## src/rtl/irqc_pkg.sv

```systemverilog
package irqc_pkg;

    // ------------------------------------------------------------------
    // Bus geometry
    // ------------------------------------------------------------------
    localparam int ADDR_W = 12;
    localparam int DATA_W = 32;
    localparam int REG_W  = 8;

    // ------------------------------------------------------------------
    // Register indices (byte address is four times the index)
    // ------------------------------------------------------------------
    localparam logic [7:0] IDX_TIMER_IRQ_ENABLE = 8'h21;
    localparam logic [7:0] IDX_TIMER_IRQ_FLAGS  = 8'h22;
    localparam logic [7:0] IDX_T0_RELOAD_LOW    = 8'h24;
    localparam logic [7:0] IDX_T0_RELOAD_HIGH   = 8'h25;
    localparam logic [7:0] IDX_T1_RELOAD        = 8'h26;
    localparam logic [7:0] IDX_T2_RELOAD        = 8'h28;
    localparam logic [7:0] IDX_PIN_IRQ_ENABLE   = 8'h2b;
    localparam logic [7:0] IDX_PIN_IRQ_FLAGS    = 8'h2c;
    localparam logic [7:0] IDX_MCU_CONTROL      = 8'h34;
    localparam logic [7:0] IDX_EVENT_STATUS     = 8'h40;
    localparam logic [7:0] IDX_EVENT_MASK       = 8'h41;

    // ------------------------------------------------------------------
    // Field layouts and reset values
    // ------------------------------------------------------------------
    localparam int NUM_PINS        = 8;
    localparam int NUM_TIMERS      = 3;
    localparam int GIE_BIT         = 2;
    localparam int SLEEP_DEPTH_BIT = 1;
    localparam int SPEED_BIT       = 0;
    localparam int T0_BIT          = 0;
    localparam int T1_BIT          = 1;
    localparam int T2_BIT          = 2;
    localparam int MCU_CTRL_W      = 3;
    localparam logic [REG_W-1:0]      RST_REG8   = 8'h00;
    localparam logic [MCU_CTRL_W-1:0] RST_CTRL   = 3'h0;
    localparam logic [NUM_TIMERS-1:0] RST_TIMERS = 3'h0;
    localparam logic [NUM_PINS-1:0]   PIN_IDLE   = 8'hff;

    // Own event summary bits
    localparam int EV_W      = 4;
    localparam int EV_PIN    = 0;
    localparam int EV_T0     = 1;
    localparam logic [EV_W-1:0] RST_EV = 4'h0;

    // ------------------------------------------------------------------
    // Program memory vectors
    // ------------------------------------------------------------------
    localparam int VEC_W = 20;
    localparam logic [VEC_W-1:0] VEC_RESET      = 20'h00000;
    localparam logic [VEC_W-1:0] VEC_PIN        = 20'h00002;
    localparam logic [VEC_W-1:0] VEC_TIMER      = 20'h00008;
    localparam logic [VEC_W-1:0] VEC_REGION_END = 20'h0000b;

    // Reload values handed to the timers
    typedef struct packed {
        logic [15:0] t0;
        logic [7:0]  t1;
        logic [7:0]  t2;
    } reload_s;

endpackage

```

## src/rtl/irq_controller_timers_port.sv

```systemverilog
// The APB interface to the registers was left to the implementer.
`timescale 1ns/1ps
`default_nettype none

module irq_controller_timers_port
    import irqc_pkg::*;
(
    // Clock and reset
    input  wire logic                  i_clk,
    input  wire logic                  i_reset,
    // APB slave
    input  wire logic                  i_psel,
    input  wire logic                  i_penable,
    input  wire logic                  i_pwrite,
    input  wire logic [ADDR_W-1:0]     i_paddr,
    input  wire logic [DATA_W-1:0]     i_pwdata,
    output logic      [DATA_W-1:0]     o_prdata,
    output logic                       o_pready,
    output logic                       o_pslverr,
    // Port pins and timer underflow strobes
    input  wire logic [NUM_PINS-1:0]   i_pins,
    input  wire logic [NUM_TIMERS-1:0] i_timer_underflow,
    // Timer reload
    output reload_s                    o_reload_value,
    output logic      [NUM_TIMERS-1:0] o_reload_load,
    // Processor core
    input  wire logic                  i_cpu_awake,
    input  wire logic                  i_irq_ack,
    input  wire logic                  i_reti,
    output logic                       o_irq_req,
    output logic      [VEC_W-1:0]      o_vector_addr,
    output logic                       o_speed_select,
    output logic                       o_sleep_depth_select,
    // Summary interrupt
    output logic                       o_irq
);

    // ------------------------------------------------------------------
    // Storage
    // ------------------------------------------------------------------
    logic [NUM_TIMERS-1:0] timer_irq_enable;
    logic [NUM_TIMERS-1:0] timer_irq_flags;
    logic [NUM_PINS-1:0]   pin_irq_enable;
    logic [NUM_PINS-1:0]   pin_irq_flags;
    logic                  global_irq_enable;
    logic                  speed_select;
    logic                  sleep_depth_select;
    logic [REG_W-1:0]      t0_reload_low;
    logic [REG_W-1:0]      t0_reload_high;
    logic [REG_W-1:0]      t1_reload;
    logic [REG_W-1:0]      t2_reload;
    logic [EV_W-1:0]       event_status;
    logic [EV_W-1:0]       event_mask;

    logic [NUM_PINS-1:0]   pin_fall;

    // ------------------------------------------------------------------
    // Pin edge detection
    // ------------------------------------------------------------------
    pin_fall_detect u_pin_fall (
        .i_clk   (i_clk),
        .i_reset (i_reset),
        .i_pins  (i_pins),
        .o_fall  (pin_fall)
    );

    // ------------------------------------------------------------------
    // APB decode
    // ------------------------------------------------------------------
    function automatic logic reg_hit(input logic [ADDR_W-1:0] a,
                                     input logic [7:0]        idx);
        return a == {2'b00, idx, 2'b00};
    endfunction

    wire setup    = i_psel & ~i_penable;
    wire access   = i_psel & i_penable;
    wire hit_ten  = reg_hit(i_paddr, IDX_TIMER_IRQ_ENABLE);
    wire hit_tfl  = reg_hit(i_paddr, IDX_TIMER_IRQ_FLAGS);
    wire hit_r0l  = reg_hit(i_paddr, IDX_T0_RELOAD_LOW);
    wire hit_r0h  = reg_hit(i_paddr, IDX_T0_RELOAD_HIGH);
    wire hit_r1   = reg_hit(i_paddr, IDX_T1_RELOAD);
    wire hit_r2   = reg_hit(i_paddr, IDX_T2_RELOAD);
    wire hit_pen  = reg_hit(i_paddr, IDX_PIN_IRQ_ENABLE);
    wire hit_pfl  = reg_hit(i_paddr, IDX_PIN_IRQ_FLAGS);
    wire hit_ctl  = reg_hit(i_paddr, IDX_MCU_CONTROL);
    wire hit_evs  = reg_hit(i_paddr, IDX_EVENT_STATUS);
    wire hit_evm  = reg_hit(i_paddr, IDX_EVENT_MASK);
    wire mapped   = hit_ten | hit_tfl | hit_r0l | hit_r0h | hit_r1 |
                    hit_r2 | hit_pen | hit_pfl | hit_ctl | hit_evs |
                    hit_evm;
    wire wr       = access & i_pwrite & mapped;
    wire [REG_W-1:0] wbyte = i_pwdata[REG_W-1:0];

    // Zero wait states; unmapped addresses answer with an error
    assign o_pready  = 1'b1;
    assign o_pslverr = access & ~mapped;

    // Read data selection, reserved bits read as zero
    wire [REG_W-1:0] rd_byte =
        hit_ten ? {5'h00, timer_irq_enable} :
        hit_tfl ? {5'h00, timer_irq_flags} :
        hit_r0l ? t0_reload_low :
        hit_r0h ? t0_reload_high :
        hit_r1  ? t1_reload :
        hit_r2  ? t2_reload :
        hit_pen ? pin_irq_enable :
        hit_pfl ? pin_irq_flags :
        hit_ctl ? {5'h00, global_irq_enable, sleep_depth_select,
                   speed_select} :
        hit_evs ? {4'h0, event_status} :
        hit_evm ? {4'h0, event_mask} : RST_REG8;

    // Read data is sampled in the setup cycle so it stands in the access
    always_ff @(posedge i_clk or posedge i_reset) begin
        if (i_reset) begin
            o_prdata <= '0;
        end else if (setup) begin
            o_prdata <= {24'h000000, rd_byte};
        end
    end

    // ------------------------------------------------------------------
    // Plain configuration registers
    // ------------------------------------------------------------------
    always_ff @(posedge i_clk or posedge i_reset) begin
        if (i_reset) begin
            timer_irq_enable <= RST_TIMERS;
            pin_irq_enable   <= RST_REG8;
            t0_reload_low    <= RST_REG8;
            t0_reload_high   <= RST_REG8;
            t1_reload        <= RST_REG8;
            t2_reload        <= RST_REG8;
            event_mask       <= RST_EV;
        end else begin
            if (wr && hit_ten) timer_irq_enable <= wbyte[NUM_TIMERS-1:0];
            if (wr && hit_pen) pin_irq_enable   <= wbyte;
            if (wr && hit_r0l) t0_reload_low    <= wbyte;
            if (wr && hit_r0h) t0_reload_high   <= wbyte;
            if (wr && hit_r1)  t1_reload        <= wbyte;
            if (wr && hit_r2)  t2_reload        <= wbyte;
            if (wr && hit_evm) event_mask       <= wbyte[EV_W-1:0];
        end
    end

    // ------------------------------------------------------------------
    // Interrupt flags: software can only clear, an event always wins
    // ------------------------------------------------------------------
    wire [NUM_TIMERS-1:0] tfl_keep = (wr && hit_tfl) ?
                                     wbyte[NUM_TIMERS-1:0] : '1;
    wire [NUM_PINS-1:0]   pfl_keep = (wr && hit_pfl) ? wbyte : '1;
    wire [NUM_TIMERS-1:0] next_timer_flags =
        (timer_irq_flags & tfl_keep) | i_timer_underflow;
    wire [NUM_PINS-1:0]   next_pin_flags =
        (pin_irq_flags & pfl_keep) | pin_fall;

    // Flags keep recording while the core sleeps
    always_ff @(posedge i_clk or posedge i_reset) begin
        if (i_reset) begin
            timer_irq_flags <= RST_TIMERS;
            pin_irq_flags   <= RST_REG8;
        end else begin
            timer_irq_flags <= next_timer_flags;
            pin_irq_flags   <= next_pin_flags;
        end
    end

    // ------------------------------------------------------------------
    // Timer reload values and load strobes
    // ------------------------------------------------------------------
    assign o_reload_value.t0 = {t0_reload_high, t0_reload_low};
    assign o_reload_value.t1 = t1_reload;
    assign o_reload_value.t2 = t2_reload;

    // Load lands one cycle after the underflow strobe
    always_ff @(posedge i_clk or posedge i_reset) begin
        if (i_reset) begin
            o_reload_load <= RST_TIMERS;
        end else begin
            o_reload_load <= i_timer_underflow;
        end
    end

    // ------------------------------------------------------------------
    // Control register with global enable
    // ------------------------------------------------------------------
    // A hardware accept beats a software write in the same cycle, so
    // the handler is never entered with interrupts still open
    wire wr_ctl = wr & hit_ctl;
    wire next_gie = i_irq_ack ? 1'b0 :
                    wr_ctl    ? wbyte[GIE_BIT] :
                    i_reti    ? 1'b1 :
                    global_irq_enable;

    always_ff @(posedge i_clk or posedge i_reset) begin
        if (i_reset) begin
            global_irq_enable  <= RST_CTRL[GIE_BIT];
            speed_select       <= RST_CTRL[SPEED_BIT];
            sleep_depth_select <= RST_CTRL[SLEEP_DEPTH_BIT];
        end else begin
            global_irq_enable <= next_gie;
            if (wr_ctl) begin
                speed_select       <= wbyte[SPEED_BIT];
                sleep_depth_select <= wbyte[SLEEP_DEPTH_BIT];
            end
        end
    end

    assign o_speed_select       = speed_select;
    assign o_sleep_depth_select = sleep_depth_select;

    // ------------------------------------------------------------------
    // Level requests and vector selection
    // ------------------------------------------------------------------
    wire pin_pending   = |(next_pin_flags & pin_irq_enable);
    wire timer_pending = |(next_timer_flags & timer_irq_enable);
    // Built from next-state values so the request drops in step with
    // the accept; otherwise the core could take the same level twice
    wire next_req = i_cpu_awake & next_gie &
                    (pin_pending | timer_pending);
    wire [VEC_W-1:0] next_vector =
        pin_pending   ? VEC_PIN :
        timer_pending ? VEC_TIMER : VEC_RESET;

    always_ff @(posedge i_clk or posedge i_reset) begin
        if (i_reset) begin
            o_irq_req     <= 1'b0;
            o_vector_addr <= VEC_RESET;
        end else begin
            o_irq_req     <= next_req;
            o_vector_addr <= next_vector;
        end
    end

    // ------------------------------------------------------------------
    // Summary status: sticky, cleared by reading it
    // ------------------------------------------------------------------
    // Only bits that the read returned are cleared, so a new event in the
    // access cycle survives
    wire [EV_W-1:0] ev_set = {i_timer_underflow, |pin_fall};
    wire [EV_W-1:0] ev_clr = (access && !i_pwrite && hit_evs) ?
                             o_prdata[EV_W-1:0] : RST_EV;

    always_ff @(posedge i_clk or posedge i_reset) begin
        if (i_reset) begin
            event_status <= RST_EV;
        end else begin
            event_status <= (event_status & ~ev_clr) | ev_set;
        end
    end

    assign o_irq = |(event_status & event_mask);
endmodule

`default_nettype wire

```

## src/rtl/pin_fall_detect.sv

```systemverilog
`timescale 1ns/1ps
`default_nettype none

module pin_fall_detect
    import irqc_pkg::*;
(
    // Clock and reset
    input  wire logic                i_clk,
    input  wire logic                i_reset,
    // Asynchronous port pins and edge pulses
    input  wire logic [NUM_PINS-1:0] i_pins,
    output logic      [NUM_PINS-1:0] o_fall
);

    logic [NUM_PINS-1:0] meta;
    logic [NUM_PINS-1:0] sync;
    logic [NUM_PINS-1:0] prev;

    // ------------------------------------------------------------------
    // Two-flop synchroniser plus history, one slice per pin
    // ------------------------------------------------------------------
    // Idle level is high so a pin held low at release shows up as a falling edge
    genvar g;
    generate
        for (g = 0; g < NUM_PINS; g++) begin : g_pin
            always_ff @(posedge i_clk or posedge i_reset) begin
                if (i_reset) begin
                    meta[g] <= PIN_IDLE[g];
                    sync[g] <= PIN_IDLE[g];
                    prev[g] <= PIN_IDLE[g];
                end else begin
                    meta[g] <= i_pins[g];
                    sync[g] <= meta[g];
                    prev[g] <= sync[g];
                end
            end
            assign o_fall[g] = prev[g] & ~sync[g];
        end
    endgenerate

endmodule

`default_nettype wire

```

## config.mk

```make
export PLATFORM = sky130hd
export DESIGN_NAME = irq_controller_timers_port
export DESIGN_NICKNAME = d
export VERILOG_FILES = /design/src/rtl/irqc_pkg.sv /design/src/rtl/irq_controller_timers_port.sv /design/src/rtl/pin_fall_detect.sv
export SDC_FILE = /design/constraint.sdc
export NUM_CORES = 1
export LEC_CHECK = 0
export ABC_AREA = 0
export BUFFER_PORTS_ARGS = -buffer_cell sky130_fd_sc_hd__buf_4
export CAP_MARGIN = 40
export CORE_ASPECT_RATIO = 0.75
export CORE_MARGIN = 10
export CORE_UTILIZATION = 40
export DETAILED_ROUTE_END_ITERATION = 12
export PLACE_DENSITY = 0.71
export SLEW_MARGIN = 20
export SYNTH_ARGS = -nofsm -noshare
export SYNTH_HDL_FRONTEND = slang
export SYNTH_SLANG_ARGS = --single-unit
export TNS_END_PERCENT = 10
```

## constraint.sdc

```tcl
create_clock -name i_clk -period 8.2 [get_ports i_clk]
set_input_delay 0.82 -clock i_clk [delete_from_list [all_inputs] [get_ports i_clk]]
set_output_delay 0.82 -clock i_clk [all_outputs]
set_load 0.05 [all_outputs]
```

Yosys cells after proc, flatten, opt, wreduce, memory -nomap -nowiden
Index checks and enable logic that the tools add are counted.

Reduce and logical (&&, ||, !) cells: 16. Equal/unequal tests: 11. Bitwise gates (word level): 47. Mux-type cells: 19.

Operator list (count): 12-bit by 8-bit == test with 1-bit output, second input constant (9); 8-bit two-way mux (9); 12-bit by 9-bit == test with 1-bit output, second input constant (2); 4-bit two-way mux (6); 1-bit AND (16); 8-bit AND (2); 8-bit OR reduction (2); 1-bit logical AND (11); 1-bit OR (11); 1-bit NOT (10); 4-bit AND (2); 8-bit OR (1); 3-bit AND (2); 4-bit NOT (1); 4-bit OR (1); 4-bit OR reduction (1); 1-bit two-way mux (3); 3-bit two-way mux (1); 3-bit OR (1); 3-bit OR reduction (1); 1-bit logical NOT (1).

Word-level logic and storage cells: 134. Bits in registers: 105. Output and inout port bits: 93. Bits of input ports: 63.

Logic depth before layout (Yosys ltp)
Word-level depth: 20. Gate-level depth with buffers: 8. Mapped depth without buffers: 6.

Cells and area by module
From an unflattened synthesis, not the netlist that was laid out.

Cell total of the unflattened synthesis: 472. Area total of the unflattened synthesis: 5245.0 um^2.

By module, submodules not included: irq_controller_timers_port (instances 1, seq. area each 1976.9 um^2, area an instance 4500.6 um^2, cells each 439); pin_fall_detect (instances 1, seq. area each 630.6 um^2, area an instance 744.5 um^2, cells each 33).

Least setup slack after synthesis
OpenSTA, ideal clock, no wires.

Path kind: input to output. From: in i_paddr[2]. To: out o_pslverr. Stages: 6. Data arrival time: 3.038 ns. Data required time: 7.380 ns. Path buffers: 2. Slack: 4.342 ns. Cells stage by stage: clkbuf_1 -> nand2b_1 -> or4_1 -> clkbuf_1 -> nand2_1 -> nor3_1.

Cells in the longest elaborated chain, start to end: 13. Elaborated cells between the ends (all ways): 23. Those cells by class: 11 x eq/ne; 12 x bitwise.

Ends and longest elaborated chain: from (decl) (line irq_controller_timers_port.sv:15) `input wire logic [ADDR_W-1:0] i_paddr,`; 12-bit by 8-bit == test with 1-bit output (line irq_controller_timers_port.sv:72) `return a == {2'b00, idx, 2'b00};`; 1-bit OR (5 in series) (line irq_controller_timers_port.sv:88) `wire mapped = hit_ten | hit_tfl | hit_r0l | hit_r0h | hit_r1 |`; 1-bit OR (4 in series) (line irq_controller_timers_port.sv:89) `hit_r2 | hit_pen | hit_pfl | hit_ctl | hit_evs |`; 1-bit OR (*) (line irq_controller_timers_port.sv:89); 1-bit NOT (*) (line irq_controller_timers_port.sv:96) `assign o_pslverr = access & ~mapped;`; 1-bit AND (*) (line irq_controller_timers_port.sv:96); to (decl) (line irq_controller_timers_port.sv:19) `output logic o_pslverr,`.

Mark *: on every way between the ends. The rest lies on a longest branch, timed or not.

Worst setup path after layout
From: in i_paddr[9]. To: out o_pslverr.

Same word-level chain as after synthesis.

==> flow_summary.toml <==
[status]
status = "finished clean"

[critical_path]
endpoint_kind = "primary output"
max_stage_delay_ns = 0.80
crit_type = "input port to primary output"
worst_ep_required_time_ns = 7.38
path_max_fanout = 11
arrival_ns = 3.02
path_cells = "buf_4, or4_1, or4_1, nand2_1, nor3_1, buf_4"
crit_path_start_kind = "input port"
slowest_stage = "or4_1"

[synth]
synthCells = 467
yosysTopAreaCell = "dfrtp_1"
synth_edf_count = 0
ys_seq_area_share_pct = 51.3
ys_async_sr_fraction_pct = 100
ys_warn_count = 0
ys_seq_elements = 103
synth_area_mm2 = 0.00508
ys_types = 59
netlist_top_cells_area = "dfrtp_1, dfstp_2, mux2_2, buf_4, o21ai_0"
synth.avg_cell_area_um2 = 10.9
synth_top_area_share_pct = 38.9
yosys_most_used_dff = "dfrtp_1"

[drt]
dr.pass1.iters = 4
drt_iter0_markers = 320
ant_nets = 0
via_count = 3906
viasPerCell = 5.43
drcViolationCount = 0
routedWlPerCell_um = 20.4
drt-total-wl_mm = 14.7

[floorplan]
die_y_um = 118
io_pins = 156
chipWidth_um = 150
coreArea_mm2 = 0.0123
num_rows = 35
die-area_mm2 = 0.0177
initial_core_util_pct = 41.2

[cts]
clock-sinks = 103
cts_tree = "done"
htreeDepth = 3
clkSlewWorstSetupHoldPaths_ns = 0.07
clockBufferDepth = 2
cts_setup_buffers = 0
clkLatencyLatePin_ns = 0.35
cts_resized = 0
cts_root_buffer = "clkbuf_16"
numCtsBuffers = 9
ctsHoldBuffers = 0

[cells_and_area]
drive_gt1_share_pct = 34.7
layout_common_cells = "buf_4, dfrtp_1, mux2_2"
fin_util_pct = 49.1
layout_commonest_cell = "buf_4"
nets = 612
n_antenna_cell = 0
area_growth_syn_to_layout_pct = 19.4
multi_input_area_mm2 = 0.00222
regArea_mm2 = 0.00261
fill_cells = 1165
stdcell_count = 720

[sta]
tightest_slew_ns = 0.852
layout_min_cycle_time_ns = 3.84
max-slew-margin-rel_pct = 42.7
rsz0062_at_grt = "no"
setup_viol = 0
hold_viol_final = 0
slew_viol_final = 0
finalCritPeriodShare_pct = 46.9
fmax_mhz = 260
holdWs_ns = 0.355
tns_ns = 0
skew_ns = 0.00916

[placement]
finalWeightedCongestion = 0.908
port_buffers = 88
dp_cells = 702
dpl.hpwl_mm = 11.3

[power]
power_w = 0.00110
leakage_nw = 2.78
max-vdd-ir-drop_v = 0.0000892
p_per_area_mw_per_mm2 = 181

[grt]
first_global_vias = 3958
grt_overflow = 0
grt_pass1_wl_mm = 22.8
grt_usage_pct = 16.3
antenna_found_initial = 0
grt_max_degree = 70

[flow_run]
maxCapViolations = 0

[hold_path]
hp-class = "flip-flop to flip-flop"
synth_stat cells (8+ instances only):
cell type and number:
nor3_1 13, dfrtp_1 79, mux2_2 49, nor2b_1 9, a21oi_1 23, clkbuf_1 17
nor2_1 28, o21ai_0 25, nand4_1 8, nand3_1 8, o22ai_1 8, nand2_1 29
buf_4 44, nand2b_1 17, dfstp_2 24
power by group:
group          switching [W]  internal (W)
Clock               0.000203      0.000244
Sequential        0.00000418      0.000520
Combinational      0.0000951     0.0000281
Total               0.000303      0.000793
state kept, by name, summed over array words and instances (netlist names), 8 cells and up:
name             cells
t2_reload            8
t0_reload_low        8
u_pin_fall.meta      8
u_pin_fall.prev      8
pin_irq_enable       8
o_prdata             8
t0_reload_high       8
t1_reload            8
u_pin_fall.sync      8
pin_irq_flags        8
critical path, delay by kind of cell:
family                 cells  cell delay, ns
and+or+nand+nor            4            1.83
buffers and inverters      2            0.36
cell type report:
cell class	count	area share, %
clock inverters	7	1.46
repair buffers	92	11.6
multi-input cells	340	36.6
clock buffers	9	3.71
well taps	166	3.42
flip-flops and latches	103	43.0
inverters	3	0.227
cell families after synthesis:
logic type / synth area share [%]
multiplexers: 11.4
XOR/XNOR: 0.172
AND/OR/NAND/NOR: 16.8
buffers and inverters: 8.07
flip-flops: 51.3
AO/OA/AOI/OAI: 12.1
other: 0.148
metrics by stage:
stage	setup WS [ns]	cell area [µm²]
3_3_place_gp	4.37	5720
4_1_cts	4.36	6040
5_1_grt	4.26	6070
6_report	4.36	6070
2_1_floorplan	4.34	5240
3_5_place_dp	4.36	5720
metal layers:
| metal | global-route usage, % | vias up | part of all wire (%) |
|---|---|---|---|
| met5 | 0 | - | 0 |
| met4 | 3.15 | 0 | 0.82 |
| met3 | 6.88 | 11 | 11 |
| met2 | 22.5 | 171 | 41 |
| met1 | 23.2 | 1943 | 47 |
| li1 | - | 1781 | - |
path summary, 6_finish.rpt:
check	start	to	slack, ns	depth (start not counted)
max	i_paddr[9]	o_pslverr	4.36	6
min	u_pin_fall.meta[0]	u_pin_fall.sync[0]	0.35	0
max reg2reg	u_pin_fall.sync[6]	o_irq_req	6.06	6
min reg2reg	u_pin_fall.meta[0]	u_pin_fall.sync[0]	0.35	0
max in group asynchronous	i_reset	u_pin_fall.prev[7]	6.73	4
min in group asynchronous	i_reset	o_irq_req	0.48	2
Note: power is estimated with default switching activity, not from simulation.
